--- src/poe_defs.svh ---
/*
  Offsets, field positions, reset values and decode codes of the pin
  output-enable decode block.
  Assumes byte addresses on a 32-bit classic Wishbone bus, one word per register.
*/
// Behaviour
// RQ1 - Timer pin A/B enabled when control top bit 0 and low bits nonzero.
// RQ2 - Timer pin D enabled when buffer-op-B 0 and D control field enables.
// RQ3 - Timer pin C enabled when buffer-op-A 0 and C control field enables.
// RQ4 - Timers 7 and 8 pins A/B use the same control field test.
// RQ5 - CAN pin enabled by any transmit mailbox 1-15 pending, controller on, not stopped.
// RQ6 - Smart-card mode: clock pin on if transmit or receive and (special mode or field 01).
// RQ7 - Normal mode: clock pin on if tx or rx, async field 01 or sync bit1 zero.
// RQ8 - Clock output pin on when direction 1, clock stop 0, select 0.
// RQ9 - Clocked master: data-out on with transmit, and bidir 0 or receive off.
// RQ10 - Clocked slave: data-out on only when bidir 1, receive off, transmit on.
// RQ11 - Alternate serial mode: data-out on whenever transmit is enabled.
// RQ12 - Data-in pin driven only as clocked slave, bidir 0, transmit on.
// RQ13 - Serial clock pin driven when master and internal clock selected.
// RQ14 - Chip-select pin driven when select field bit1 set, clocked mode, master.
// RQ15 - Enables are combinational from register bits; low means port logic owns pin.
`ifndef POE_DEFS_SVH
`define POE_DEFS_SVH

// ==========================================================
// Register offsets
`define POE_OFS_TMR0     8'h00
`define POE_OFS_TMR6     8'h04
`define POE_OFS_TMR78    8'h08
`define POE_OFS_CAN_MBOX 8'h0C
`define POE_OFS_CAN_CTRL 8'h10
`define POE_OFS_SCI4     8'h14
`define POE_OFS_CLKOUT   8'h18
`define POE_OFS_SSU0     8'h1C
`define POE_OFS_SSU1     8'h20
`define POE_OFS_SSU2     8'h24
`define POE_OFS_STATUS   8'h28

// ==========================================================
// Writable masks and reset values
`define POE_MASK_TMR0     32'h0000_000F
`define POE_MASK_TMR6     32'h0003_FFFF
`define POE_MASK_TMR78    32'h0000_FFFF
`define POE_MASK_CAN_MBOX 32'hFFFF_FFFF
`define POE_MASK_CAN_CTRL 32'h0000_0003
`define POE_MASK_SCI4     32'h0000_007F
`define POE_MASK_CLKOUT   32'h0000_0007
`define POE_MASK_SSU      32'h0000_00FF
`define POE_RST_REG       32'h0000_0000
`define POE_RD_UNMAPPED   32'h0000_0000

// ==========================================================
// Field positions
`define POE_CTRL_W     4
`define POE_CTRL_TOP   3
`define POE_FLD_A      0
`define POE_FLD_B      4
`define POE_FLD_C      8
`define POE_FLD_D      12
`define POE_BIT_BUFA   16
`define POE_BIT_BUFB   17
`define POE_FLD_T7A    0
`define POE_FLD_T7B    4
`define POE_FLD_T8A    8
`define POE_FLD_T8B    12
`define POE_CAN_DIR    15:0
`define POE_CAN_TXP    31:16
`define POE_CAN_MBOXES 16'hFFFE
`define POE_BIT_CAN_EN   0
`define POE_BIT_CAN_STOP 1
`define POE_BIT_SMART  0
`define POE_BIT_SPCLK  1
`define POE_BIT_SYNC   2
`define POE_FLD_CKE    3
`define POE_BIT_SCI_TX 5
`define POE_BIT_SCI_RX 6
`define POE_CKE_OUT    2'h1
`define POE_BIT_A7DIR  0
`define POE_BIT_PSTOP  1
`define POE_BIT_OSEL   2
`define POE_BIT_SSUMOD 0
`define POE_BIT_MASTER 1
`define POE_BIT_BIDIR  2
`define POE_BIT_SCKSEL 3
`define POE_BIT_CSHI   5
`define POE_BIT_SSU_TX 6
`define POE_BIT_SSU_RX 7
`define POE_SSU_COUNT  3

`endif

--- src/poe_pkg.sv ---
/*
  Types of the pin output-enable decode block.
  Assumes poe_defs.svh supplies all numeric constants.
*/
package poe_pkg;

  typedef logic [31:0] poe_word_t;
  typedef logic [3:0]  poe_ctrl_t;

  typedef enum {
    poe_reg_tmr0,
    poe_reg_tmr6,
    poe_reg_tmr78,
    poe_reg_can_mbox,
    poe_reg_can_ctrl,
    poe_reg_sci4,
    poe_reg_clkout,
    poe_reg_ssu0,
    poe_reg_ssu1,
    poe_reg_ssu2,
    poe_reg_status,
    poe_reg_none
  } poe_reg_e;

endpackage

--- src/poe_ssu_decode.sv ---
/*
  Output-enable decode of one synchronous serial channel.
  Assumes its inputs are stable register bits; purely combinational.
*/
`timescale 1ns/100ps

module poe_ssu_decode
(
  input  wire logic mode_sel,
  input  wire logic master,
  input  wire logic bidir,
  input  wire logic clk_sel,
  input  wire logic cs_hi,
  input  wire logic tx_en,
  input  wire logic rx_en,
  output logic      data_out_oe,
  output logic      data_in_oe,
  output logic      clock_oe,
  output logic      chip_select_oe
);

  logic clocked;

  assign clocked = ~mode_sel;

  // ==========================================================
  // Pin enables
  always_comb
  begin
    if (mode_sel)
    begin
      data_out_oe = tx_en; // RQ11
    end
    else if (master)
    begin
      data_out_oe = tx_en & (~bidir | ~rx_en); // RQ9
    end
    else
    begin
      data_out_oe = bidir & ~rx_en & tx_en; // RQ10
    end
  end

  // Slave drives the input pin only in two-wire output mode
  assign data_in_oe     = clocked & ~master & ~bidir & tx_en; // RQ12
  assign clock_oe       = master & clk_sel; // RQ13
  // Low select bit does not matter
  assign chip_select_oe = cs_hi & clocked & master; // RQ14

endmodule

--- src/poe_decode.sv ---
/*
  Pin output-enable decode: Wishbone register slave holding copies of the
  peripheral setting bits, and the decode of every pad output enable.
  Assumes a classic Wishbone master on mclk; the pad logic falls back to
  port direction and data whenever an enable here is low.
*/
// Added by the designer: the register addresses and the Wishbone interface to the registers.
`timescale 1ns/100ps
`include "poe_defs.svh"

module poe_decode
  import poe_pkg::*;
(
  input  wire logic        mclk,
  input  wire logic        arst_n,
  input  wire logic        wb_cyc_i,
  input  wire logic        wb_stb_i,
  input  wire logic        wb_we_i,
  input  wire logic [7:0]  wb_adr_i,
  input  wire logic [3:0]  wb_sel_i,
  input  wire logic [31:0] wb_dat_i,
  output logic      [31:0] wb_dat_o,
  output logic             wb_ack_o,
  output logic             timer0_pin_a_oe,
  output logic             timer6_pin_a_oe,
  output logic             timer6_pin_b_oe,
  output logic             timer6_pin_c_oe,
  output logic             timer6_pin_d_oe,
  output logic             timer7_pin_a_oe,
  output logic             timer7_pin_b_oe,
  output logic             timer8_pin_a_oe,
  output logic             timer8_pin_b_oe,
  output logic             can_transmit_pin_oe,
  output logic             serial4_clock_pin_oe,
  output logic             clock_out_oe,
  output logic      [2:0]  sync_serial_data_out_oe,
  output logic      [2:0]  sync_serial_data_in_oe,
  output logic      [2:0]  sync_serial_clock_pin_oe,
  output logic      [2:0]  sync_serial_chip_select_oe
);

  // ==========================================================
  // Functions

  function automatic logic ctrl_oe(input poe_ctrl_t fld);
    ctrl_oe = ~fld[`POE_CTRL_TOP] & (|fld[1:0]);
  endfunction

  function automatic poe_reg_e reg_sel(input logic [7:0] adr);
    if (adr == `POE_OFS_TMR0)
      reg_sel = poe_reg_tmr0;
    else if (adr == `POE_OFS_TMR6)
      reg_sel = poe_reg_tmr6;
    else if (adr == `POE_OFS_TMR78)
      reg_sel = poe_reg_tmr78;
    else if (adr == `POE_OFS_CAN_MBOX)
      reg_sel = poe_reg_can_mbox;
    else if (adr == `POE_OFS_CAN_CTRL)
      reg_sel = poe_reg_can_ctrl;
    else if (adr == `POE_OFS_SCI4)
      reg_sel = poe_reg_sci4;
    else if (adr == `POE_OFS_CLKOUT)
      reg_sel = poe_reg_clkout;
    else if (adr == `POE_OFS_SSU0)
      reg_sel = poe_reg_ssu0;
    else if (adr == `POE_OFS_SSU1)
      reg_sel = poe_reg_ssu1;
    else if (adr == `POE_OFS_SSU2)
      reg_sel = poe_reg_ssu2;
    else if (adr == `POE_OFS_STATUS)
      reg_sel = poe_reg_status;
    else
      reg_sel = poe_reg_none;
  endfunction

  // Byte-lane merge; unused bits are forced low so they read as zero
  function automatic poe_word_t merge(input poe_word_t cur,
                                      input poe_word_t wr,
                                      input poe_word_t mask,
                                      input logic [3:0] sel);
    poe_word_t res;
    res = cur;
    for (int i = 0; i < 4; i++)
    begin
      if (sel[i])
        res[8*i +: 8] = wr[8*i +: 8];
    end
    merge = res & mask;
  endfunction

  // ==========================================================
  // Register state

  poe_word_t tmr0;
  poe_word_t tmr6;
  poe_word_t tmr78;
  poe_word_t can_mbox;
  poe_word_t can_ctrl;
  poe_word_t sci4;
  poe_word_t clkout;
  poe_word_t ssu      [`POE_SSU_COUNT];
  poe_word_t next_tmr0;
  poe_word_t next_tmr6;
  poe_word_t next_tmr78;
  poe_word_t next_can_mbox;
  poe_word_t next_can_ctrl;
  poe_word_t next_sci4;
  poe_word_t next_clkout;
  poe_word_t next_ssu [`POE_SSU_COUNT];
  poe_word_t next_dat;
  logic      next_ack;
  poe_word_t oe_status;
  poe_reg_e  acc;
  logic      req;

  assign req = wb_cyc_i & wb_stb_i;
  assign acc = reg_sel(wb_adr_i);

  // Read data is latched with the ack; a write lands on the edge that ends the ack cycle
  always_comb
  begin
    poe_word_t rd;
    rd            = `POE_RD_UNMAPPED;
    next_tmr0     = tmr0;
    next_tmr6     = tmr6;
    next_tmr78    = tmr78;
    next_can_mbox = can_mbox;
    next_can_ctrl = can_ctrl;
    next_sci4     = sci4;
    next_clkout   = clkout;
    next_ssu      = ssu;
    next_ack      = req & ~wb_ack_o;
    next_dat      = wb_dat_o;
    if (acc == poe_reg_tmr0)
      rd = tmr0;
    else if (acc == poe_reg_tmr6)
      rd = tmr6;
    else if (acc == poe_reg_tmr78)
      rd = tmr78;
    else if (acc == poe_reg_can_mbox)
      rd = can_mbox;
    else if (acc == poe_reg_can_ctrl)
      rd = can_ctrl;
    else if (acc == poe_reg_sci4)
      rd = sci4;
    else if (acc == poe_reg_clkout)
      rd = clkout;
    else if (acc == poe_reg_ssu0)
      rd = ssu[0];
    else if (acc == poe_reg_ssu1)
      rd = ssu[1];
    else if (acc == poe_reg_ssu2)
      rd = ssu[2];
    else if (acc == poe_reg_status)
      rd = oe_status;
    if (next_ack)
      next_dat = rd;
    if (req & wb_we_i & wb_ack_o)
    begin
      if (acc == poe_reg_tmr0)
        next_tmr0 = merge(tmr0, wb_dat_i, `POE_MASK_TMR0, wb_sel_i);
      else if (acc == poe_reg_tmr6)
        next_tmr6 = merge(tmr6, wb_dat_i, `POE_MASK_TMR6, wb_sel_i);
      else if (acc == poe_reg_tmr78)
        next_tmr78 = merge(tmr78, wb_dat_i, `POE_MASK_TMR78, wb_sel_i);
      else if (acc == poe_reg_can_mbox)
        next_can_mbox = merge(can_mbox, wb_dat_i, `POE_MASK_CAN_MBOX, wb_sel_i);
      else if (acc == poe_reg_can_ctrl)
        next_can_ctrl = merge(can_ctrl, wb_dat_i, `POE_MASK_CAN_CTRL, wb_sel_i);
      else if (acc == poe_reg_sci4)
        next_sci4 = merge(sci4, wb_dat_i, `POE_MASK_SCI4, wb_sel_i);
      else if (acc == poe_reg_clkout)
        next_clkout = merge(clkout, wb_dat_i, `POE_MASK_CLKOUT, wb_sel_i);
      else if (acc == poe_reg_ssu0)
        next_ssu[0] = merge(ssu[0], wb_dat_i, `POE_MASK_SSU, wb_sel_i);
      else if (acc == poe_reg_ssu1)
        next_ssu[1] = merge(ssu[1], wb_dat_i, `POE_MASK_SSU, wb_sel_i);
      else if (acc == poe_reg_ssu2)
        next_ssu[2] = merge(ssu[2], wb_dat_i, `POE_MASK_SSU, wb_sel_i);
    end
  end

  always_ff @(posedge mclk or negedge arst_n)
  begin
    if (!arst_n)
    begin
      tmr0     <= `POE_RST_REG;
      tmr6     <= `POE_RST_REG;
      tmr78    <= `POE_RST_REG;
      can_mbox <= `POE_RST_REG;
      can_ctrl <= `POE_RST_REG;
      sci4     <= `POE_RST_REG;
      clkout   <= `POE_RST_REG;
      for (int i = 0; i < `POE_SSU_COUNT; i++)
        ssu[i] <= `POE_RST_REG;
      wb_ack_o <= 1'b0;
      wb_dat_o <= `POE_RST_REG;
    end
    else
    begin
      tmr0     <= next_tmr0;
      tmr6     <= next_tmr6;
      tmr78    <= next_tmr78;
      can_mbox <= next_can_mbox;
      can_ctrl <= next_can_ctrl;
      sci4     <= next_sci4;
      clkout   <= next_clkout;
      ssu      <= next_ssu;
      wb_ack_o <= next_ack;
      wb_dat_o <= next_dat;
    end
  end

  // ==========================================================
  // Timer pin enables
  // No pipeline stage: an enable follows its register in the same cycle

  assign timer0_pin_a_oe = ctrl_oe(tmr0[`POE_FLD_A +: `POE_CTRL_W]); // RQ1 RQ15
  assign timer6_pin_a_oe = ctrl_oe(tmr6[`POE_FLD_A +: `POE_CTRL_W]); // RQ1
  assign timer6_pin_b_oe = ctrl_oe(tmr6[`POE_FLD_B +: `POE_CTRL_W]); // RQ1
  // Buffer operation borrows pins C and D as buffer registers
  assign timer6_pin_c_oe = ~tmr6[`POE_BIT_BUFA]
                         & ctrl_oe(tmr6[`POE_FLD_C +: `POE_CTRL_W]); // RQ3
  assign timer6_pin_d_oe = ~tmr6[`POE_BIT_BUFB]
                         & ctrl_oe(tmr6[`POE_FLD_D +: `POE_CTRL_W]); // RQ2
  assign timer7_pin_a_oe = ctrl_oe(tmr78[`POE_FLD_T7A +: `POE_CTRL_W]); // RQ4
  assign timer7_pin_b_oe = ctrl_oe(tmr78[`POE_FLD_T7B +: `POE_CTRL_W]); // RQ4
  assign timer8_pin_a_oe = ctrl_oe(tmr78[`POE_FLD_T8A +: `POE_CTRL_W]); // RQ4
  assign timer8_pin_b_oe = ctrl_oe(tmr78[`POE_FLD_T8B +: `POE_CTRL_W]); // RQ4

  // ==========================================================
  // CAN, serial clock and system clock output

  logic [15:0] can_tx_ready;
  logic [1:0]  sci_cke;
  logic        sci_run;
  logic        sci_smart_oe;
  logic        sci_norm_oe;

  // Mailbox 0 is never counted
  assign can_tx_ready = ~can_mbox[`POE_CAN_DIR] & can_mbox[`POE_CAN_TXP]
                      & `POE_CAN_MBOXES;
  assign can_transmit_pin_oe = (|can_tx_ready) & can_ctrl[`POE_BIT_CAN_EN]
                             & ~can_ctrl[`POE_BIT_CAN_STOP]; // RQ5

  assign sci_cke      = sci4[`POE_FLD_CKE +: 2];
  assign sci_run      = sci4[`POE_BIT_SCI_TX] | sci4[`POE_BIT_SCI_RX];
  assign sci_smart_oe = sci_run
                      & (sci4[`POE_BIT_SPCLK] | (sci_cke == `POE_CKE_OUT)); // RQ6
  assign sci_norm_oe  = sci_run & (sci4[`POE_BIT_SYNC] ? ~sci_cke[1]
                                                       : (sci_cke == `POE_CKE_OUT)); // RQ7
  assign serial4_clock_pin_oe = sci4[`POE_BIT_SMART] ? sci_smart_oe : sci_norm_oe;

  assign clock_out_oe = clkout[`POE_BIT_A7DIR] & ~clkout[`POE_BIT_PSTOP]
                      & ~clkout[`POE_BIT_OSEL]; // RQ8

  // ==========================================================
  // Synchronous serial channels

  for (genvar g = 0; g < `POE_SSU_COUNT; g++)
  begin : g_ssu
    poe_ssu_decode u_ssu
    (
      .mode_sel       (ssu[g][`POE_BIT_SSUMOD]),
      .master         (ssu[g][`POE_BIT_MASTER]),
      .bidir          (ssu[g][`POE_BIT_BIDIR]),
      .clk_sel        (ssu[g][`POE_BIT_SCKSEL]),
      .cs_hi          (ssu[g][`POE_BIT_CSHI]),
      .tx_en          (ssu[g][`POE_BIT_SSU_TX]),
      .rx_en          (ssu[g][`POE_BIT_SSU_RX]),
      .data_out_oe    (sync_serial_data_out_oe[g]),
      .data_in_oe     (sync_serial_data_in_oe[g]),
      .clock_oe       (sync_serial_clock_pin_oe[g]),
      .chip_select_oe (sync_serial_chip_select_oe[g])
    );
  end

  // ==========================================================
  // Status readback of every live enable

  assign oe_status = {8'h00,
                      sync_serial_chip_select_oe,
                      sync_serial_clock_pin_oe,
                      sync_serial_data_in_oe,
                      sync_serial_data_out_oe,
                      clock_out_oe,
                      serial4_clock_pin_oe,
                      can_transmit_pin_oe,
                      timer8_pin_b_oe,
                      timer8_pin_a_oe,
                      timer7_pin_b_oe,
                      timer7_pin_a_oe,
                      timer6_pin_d_oe,
                      timer6_pin_c_oe,
                      timer6_pin_b_oe,
                      timer6_pin_a_oe,
                      timer0_pin_a_oe};

endmodule

--- config.mk ---
export PLATFORM = sky130hd
export DESIGN_NAME = poe_decode
export DESIGN_NICKNAME = d
export VERILOG_FILES = /design/src/poe_pkg.sv /design/src/poe_ssu_decode.sv /design/src/poe_decode.sv
export VERILOG_INCLUDE_DIRS = /design/src
export SDC_FILE = /design/constraint.sdc
export NUM_CORES = 1
export LEC_CHECK = 0
export BUFFER_PORTS_ARGS = -buffer_cell sky130_fd_sc_hd__buf_2
export CAP_MARGIN = 20
export CORE_MARGIN = 3
export CORE_UTILIZATION = 35
export CTS_BUF_LIST = sky130_fd_sc_hd__clkbuf_2 sky130_fd_sc_hd__clkbuf_4 sky130_fd_sc_hd__clkbuf_8
export CTS_CLUSTER_DIAMETER = 60
export CTS_CLUSTER_SIZE = 30
export DETAILED_ROUTE_END_ITERATION = 16
export GPL_ROUTABILITY_DRIVEN = 1
export GPL_TIMING_DRIVEN = 0
export PLACE_DENSITY = 0.56
export RECOVER_POWER = 25
export SLEW_MARGIN = 20
export SYNTH_ARGS = -nofsm -noshare
export SYNTH_HDL_FRONTEND = slang
export SYNTH_SLANG_ARGS = --single-unit
export TNS_END_PERCENT = 50
--- constraint.sdc ---
create_clock -name mclk -period 1.6 [get_ports mclk]
set_input_delay 0.08 -clock mclk [delete_from_list [all_inputs] [get_ports mclk]]
set_output_delay 0.08 -clock mclk [all_outputs]
set_load 0.1 [all_outputs]
# After elaboration in Yosys (flattened, before gate mapping)
# Cells that the tools add are included.
# Widths: inputs -> output; s select.
dict set report op_classes {
  eq_ne 21
  mux 30
  n_bitwise 92
  reduce_logical 28
}
# operator n
set ops {}
lappend ops {{$mux 32} 8}
lappend ops {{$mux 24} 7}
lappend ops {{$eq 32x4->1 const B} 4}
lappend ops {{$eq 32x5->1 const B} 3}
lappend ops {{$eq 32x3->1 const B} 2}
lappend ops {{$and 1x1->1} 48}
lappend ops {{$not 1->1} 37}
lappend ops {{$eq 32x2->1 const B} 1}
lappend ops {{$eq 8x5->1 const B} 4}
lappend ops {{$logic_not 32->1} 1}
lappend ops {{$eq 8x6->1 const B} 3}
lappend ops {{$reduce_and 6->1} 4}
lappend ops {{$reduce_or 2->1} 9}
lappend ops {{$and 16x16->16} 1}
lappend ops {{$eq 8x4->1 const B} 2}
lappend ops {{$mux 4} 4}
lappend ops {{$not 16->16} 1}
lappend ops {{$reduce_or 15->1} 1}
lappend ops {{$reduce_and 12->1} 1}
lappend ops {{$reduce_and 4->1} 3}
lappend ops {{$reduce_and 11->1} 1}
lappend ops {{$reduce_and 10->1} 1}
lappend ops {{$reduce_and 5->1} 2}
lappend ops {{$mux 1} 9}
lappend ops {{other kinds (9)} 14}
dict set report totals {
  regBits 139
  inputBits 49
  out_inout_bits 57
  elab_cells 189
}

# Depth between registers and ports, before layout
dict set report logic_depth {
  ltp_word 24
  depth_mapped 9
  depth_no_buf 5
}

# By module
# From an unflattened synthesis, not the netlist that was laid out.
dict set report unflattened {
  cells_unflattened 606
  area_unflattened_um2 6912.9
}
# mod n_inst cells_each area_per_inst_um2 seq_area_each_um2
set by_module_without_submodules {}
lappend by_module_without_submodules {poe_decode 1 585 6781.5 3478.3}
lappend by_module_without_submodules {poe_ssu_decode 3 7 43.8 0.0}

# Least setup slack after synthesis
# OpenSTA, ideal clock, no wires.
dict set report synth_path {
  path_kind {reg2reg}
  startpoint {register clkout[2]}
  endpoint {register wb_dat_o[11]}
  setup_time_ns 0.083
  arrival_time_ns 2.995
  t_required_ns 1.517
  setup_slack_ns -1.478
  path_stages_with_launch 5
  n_path_buf 0
  period_less_slack_ns 3.078
  path_cell_list {dfrtp_1 -> nor3_1 -> a22o_1 -> a221oi_1 -> o21ai_0}
}
dict set report synth_between {
  elab_chain_cells 13
}
# item line
set synth_lines {}
lappend synth_lines {{from (decl)} poe_decode.sv:100} ;# poe_word_t clkout;
lappend synth_lines {{from (signal assigned)} poe_decode.sv:193} ;# clkout <= `POE_RST_REG;
lappend synth_lines {{from (signal assigned)} poe_decode.sv:207} ;# clkout <= next_clkout;
lappend synth_lines {{$not 1->1} poe_decode.sv:255} ;# & ~clkout[`POE_BIT_OSEL];
lappend synth_lines {{$and 1x1->1} poe_decode.sv:254} ;# assign clock_out_oe = clkout[`POE_BIT_A7DIR] & ~clkout[`POE_BIT_PSTOP]
lappend synth_lines {{via clock_out_oe} poe_decode.sv:35} ;# output logic clock_out_oe,
lappend synth_lines {{$mux 24} poe_decode.sv:154} ;# else if (acc == poe_reg_status)
lappend synth_lines {{$mux 24} poe_decode.sv:152} ;# else if (acc == poe_reg_ssu2)
lappend synth_lines {{$mux 24} poe_decode.sv:150} ;# else if (acc == poe_reg_ssu1)
lappend synth_lines {{$mux 24} poe_decode.sv:148} ;# else if (acc == poe_reg_ssu0)
lappend synth_lines {{$mux 24} poe_decode.sv:146} ;# else if (acc == poe_reg_clkout)
lappend synth_lines {{$mux 24} poe_decode.sv:144} ;# else if (acc == poe_reg_sci4)
lappend synth_lines {{$mux 24} poe_decode.sv:142} ;# else if (acc == poe_reg_can_ctrl)
lappend synth_lines {{$mux 32} poe_decode.sv:140} ;# else if (acc == poe_reg_can_mbox)
lappend synth_lines {{$mux 32} poe_decode.sv:138} ;# else if (acc == poe_reg_tmr78)
lappend synth_lines {{$mux 32} poe_decode.sv:136} ;# else if (acc == poe_reg_tmr6)
lappend synth_lines {{$mux 32} poe_decode.sv:134} ;# if (acc == poe_reg_tmr0)
lappend synth_lines {{to (signal assigned)} poe_decode.sv:197} ;# wb_dat_o <= `POE_RST_REG;
lappend synth_lines {{to (signal assigned)} poe_decode.sv:210} ;# wb_dat_o <= next_dat;
lappend synth_lines {{to (decl)} poe_decode.sv:22} ;# output logic [31:0] wb_dat_o,
# The timed path passes the listed nets, and every way through them passes these cells.
# A chain may end at the register's enable or synchronous reset.

# Final worst setup path
dict set report layout_path {
  startpoint {register can_mbox[31]}
  endpoint {output can_transmit_pin_oe}
}
dict set report layout_between {
  elab_chain_cells 4
}
# item line
set layout_lines {}
lappend layout_lines {{from (decl)} poe_decode.sv:97} ;# poe_word_t can_mbox;
lappend layout_lines {{from (signal assigned)} poe_decode.sv:190} ;# can_mbox <= `POE_RST_REG;
lappend layout_lines {{from (signal assigned)} poe_decode.sv:204} ;# can_mbox <= next_can_mbox;
lappend layout_lines {{$and 16x16->16} poe_decode.sv:241} ;# assign can_tx_ready = ~can_mbox[`POE_CAN_DIR] & can_mbox[`POE_CAN_TXP]
lappend layout_lines {{$reduce_or 15->1} poe_decode.sv:243} ;# assign can_transmit_pin_oe = (|can_tx_ready) & can_ctrl[`POE_BIT_CAN_EN]
lappend layout_lines {{$and 1x1->1 (2 in a row)} poe_decode.sv:243}
lappend layout_lines {{to (decl)} poe_decode.sv:33} ;# output logic can_transmit_pin_oe,
# Every way passes these cells.

==> results.toml <==
[run_status]
status = "finished with violations"
violations = "setup timing"

[power]
power_density_nw_per_um2 = 772.5
peakVddDrop_v = 0.0005258
p_leak_uw = 0.004520

[layout]
syn2layout_area_growth_pct = 41.73
n_antenna_cell = 0
seqCellArea_um2 = 3495
fin_cells = 1079
n_fill_cell = 1714
drive_gt1_share_pct = 47.37
final_common_cell = "dfrtp_1"
final_cell_mix = "dfrtp_1, buf_2, mux2_2, nand2_1, buf_4"
finalNetCount = 856
finalCoreUtilization_pct = 51.21
multi_input_area_um2 = 3709

[detailed_routing]
route.vias.total = 6009
drt_pass1_iterations = 5
antenna_left = 0
wire_per_inst_um = 23.20
drt_wl_total_um = 25030
viasPerCell = 5.569
drc_errors = 0
drtIter0Drc = 421

[critical_path]
r2r_cells = 6
crit_chain = "nor2b_4, a2111oi_4, o2111ai_2, o311a_4, buf_12"
cp.arrival_ns = 2.07
worst_ep_required_time_ns = 1.52
crit_type = "flop to primary output"
reg2reg_slack_ns = -0.29
r2r-start = "can_mbox[31]"
start_kind = "flop"
critPathLaunch = "can_mbox[31]"
end_kind = "primary output"
r2r_end = "wb_dat_o[9]"
cp_max_fo = 2
slowest_delay_ns = 0.42
cpMaxStageDelayCell = "o311a_4"

[die]
ioPinCount = 106
core_area_um2 = 19020
dieArea_um2 = 21350
start_util_pct = 36.13
rows = 50
die_x_um = 146.1
die-height_um = 146.1

[clock_network]
ctsHtreeMaxLevel = 4
clk_pin_slew_ns = 0.08
clock-root-buffer = "clkbuf_8"
clock_sinks = 139
cts_buffer_depth = 2
cts_buffers = 17
cts_tree = "built"
clock_latency_ns = 0.47

[synthesis]
synth_edf_count = 0
yosysUniqueCellTypes = 62
synth_area_leaders = "dfrtp_1, mux2_2, nand2_1"
ys_seq_area_share_pct = 50.62
synth_top_area_share_pct = 50.62
synth_top_family_by_area = "multiplexers"
synth-async-reset-ratio_pct = 100.0
syn_nets = 675
synth_mux_area_share_pct = 18.26
synth_compound_area_share_pct = 13.87
yosys.area.top_type = "dfrtp_1"
ys_ff_latch = 139
post_synth.cell_area_avg_um2 = 10.98
synth_ff_type = "dfrtp_1"
synth_fa_ha_area_share_pct = 0
synth_cells = 626
synthXorXnorAreaFrac_pct = 0
synth_area_um2 = 6872
yosys.area_share.simple_pct = 13.04
yosysWarnings = 0

[global_route]
grt_antenna_before_repair = 0
grt_pass1_vias = 6247
grt_pass1_wl_um = 38010
grt_start_max_net_pins = 73
grt.total_usage_pct = 23.40
grt_overflow = 0

[sta]
finalSetupViolCount = 33
period_share_pct = 134.7
fmax_mhz = 464.1
slew_headroom_pct = 35.81
fin_crit_ns = 2.155
worst_slew_pin_slew_ns = 0.9628
finalHoldViolations = 0
skew_ns = 0.01221
worst_slack_ns = -0.5548
slew_violations = 0
rsz0062_at_grt = "true"

[placement]
numPortBuffers = 101
dp_hpwl_um = 17940
dp_cells = 988
gp_congestion = 0.9267

[hold_path]
whs_endpoint = "can_mbox[6]"
hold_depth = 2
min_path_type = "primary input to flop"
min_from = "wb_dat_i[6]"

[flow_run]
maxCapViolations = 0
-- worst max-delay path by stage --
stage          cells past startpoint                   to  slack, ns
4_1_cts                            5  can_transmit_pin_oe      -0.57
3_5_place_dp                       6              tmr6[7]      -0.80
6_report                           5  can_transmit_pin_oe      -0.55
5_1_grt                            5  can_transmit_pin_oe      -0.63
3_3_place_gp                       1             wb_ack_o      -1.90
2_1_floorplan                      7          can_mbox[0]      -0.35
-- cell families (layout without fill, tap and decap cells) --
kind of cell | Yosys count | count (layout)
AND/OR/NAND/NOR | 173 | 174
multiplexers | 113 | 113
AO/OA/AOI/OAI | 142 | 142
buffers and inverters | 59 | 251
flip-flops | 139 | 139
-- registers in the layout (all words and copies together) (netlist names) --
register	count
can_mbox	32
wb_dat_o	32
ssu	24
tmr6	18
tmr78	16
sci4	7
tmr0	4
clkout	3
can_ctrl	2
wb_ack_o	1
-- cell usage after synthesis, drive strengths merged (3+ instances only) --
library cell / count
a21oi: 27
a221o: 4
a221oi: 4
a22o: 9
a22oi: 10
a31oi: 3
and2: 7
and3: 12
buf: 32
clkbuf: 15
dfrtp: 139
inv: 12
mux2: 99
mux2i: 14
nand2: 54
nand2b: 7
nand3: 23
nor2: 40
nor2b: 6
nor3: 7
nor4: 5
nor4b: 6
o21a: 6
o21ai: 39
o22ai: 7
o2bb2ai: 3
o32ai: 6
-- worst max-delay path: cells and delay by family, from the launching register on --
kind / cells / cell delay (ns)
AOI/OAI and AO/OA: 3 / 0.92
DFF: 1 / 0.38
buffers and inverters: 1 / 0.18
and+or+nand+nor: 1 / 0.13
-- metal layers --
metal / GRT usage [%] / share of wire (%)
met3: 5.369 / 7.4
met4: 9.172 / 3.6
met2: 35.89 / 45
met1: 32.30 / 44
met5: 0 / 0
-- repair_timing --
action	CTS	global route
setup buffers	27	11
pin swaps	18	19
endpoints found under the setup margin	154	111
gates resized for setup	131	102
hold buffers	30	0
endpoints found under the hold margin	124	0
cloned	2	0
-- power breakdown --
group          internal (µW)  switching (µW)
clock network           1860            1400
logic                    226             486
registers               3530            20.2
-- metrics by stage --
step	TNS [ns]	hold WS [ns]	power (µW)	setup WS, ns	instance area, µm²
final	-2.007	0.03522	7524	-0.5548	9739
after CTS	-2.017	0.001280	7549	-0.5707	9321
after global placement	-275.78	0.3032	4181	-1.902	7873
after floorplan	-23.43	-0.2156	3908	-0.3504	7042
after global routing	-4.109	0.02816	7775	-0.6253	9739
after detailed placement	-74.64	0.07647	4195	-0.8001	7910
-- cell type report --
| cell class | instances | area share (%) |
|---|---|---|
| Multi-Input combinational cell | 429 | 38.08 |
| Inverter | 12 | 0.5139 |
| Clock buffer | 21 | 2.968 |
| Timing Repair Buffer | 171 | 14.50 |
| Sequential cell | 139 | 35.88 |
| Clock inverter | 10 | 1.670 |
| Tap cell | 260 | 3.340 |
| Buffer | 37 | 3.045 |
Note: power is estimated with default switching activity, not from simulation.
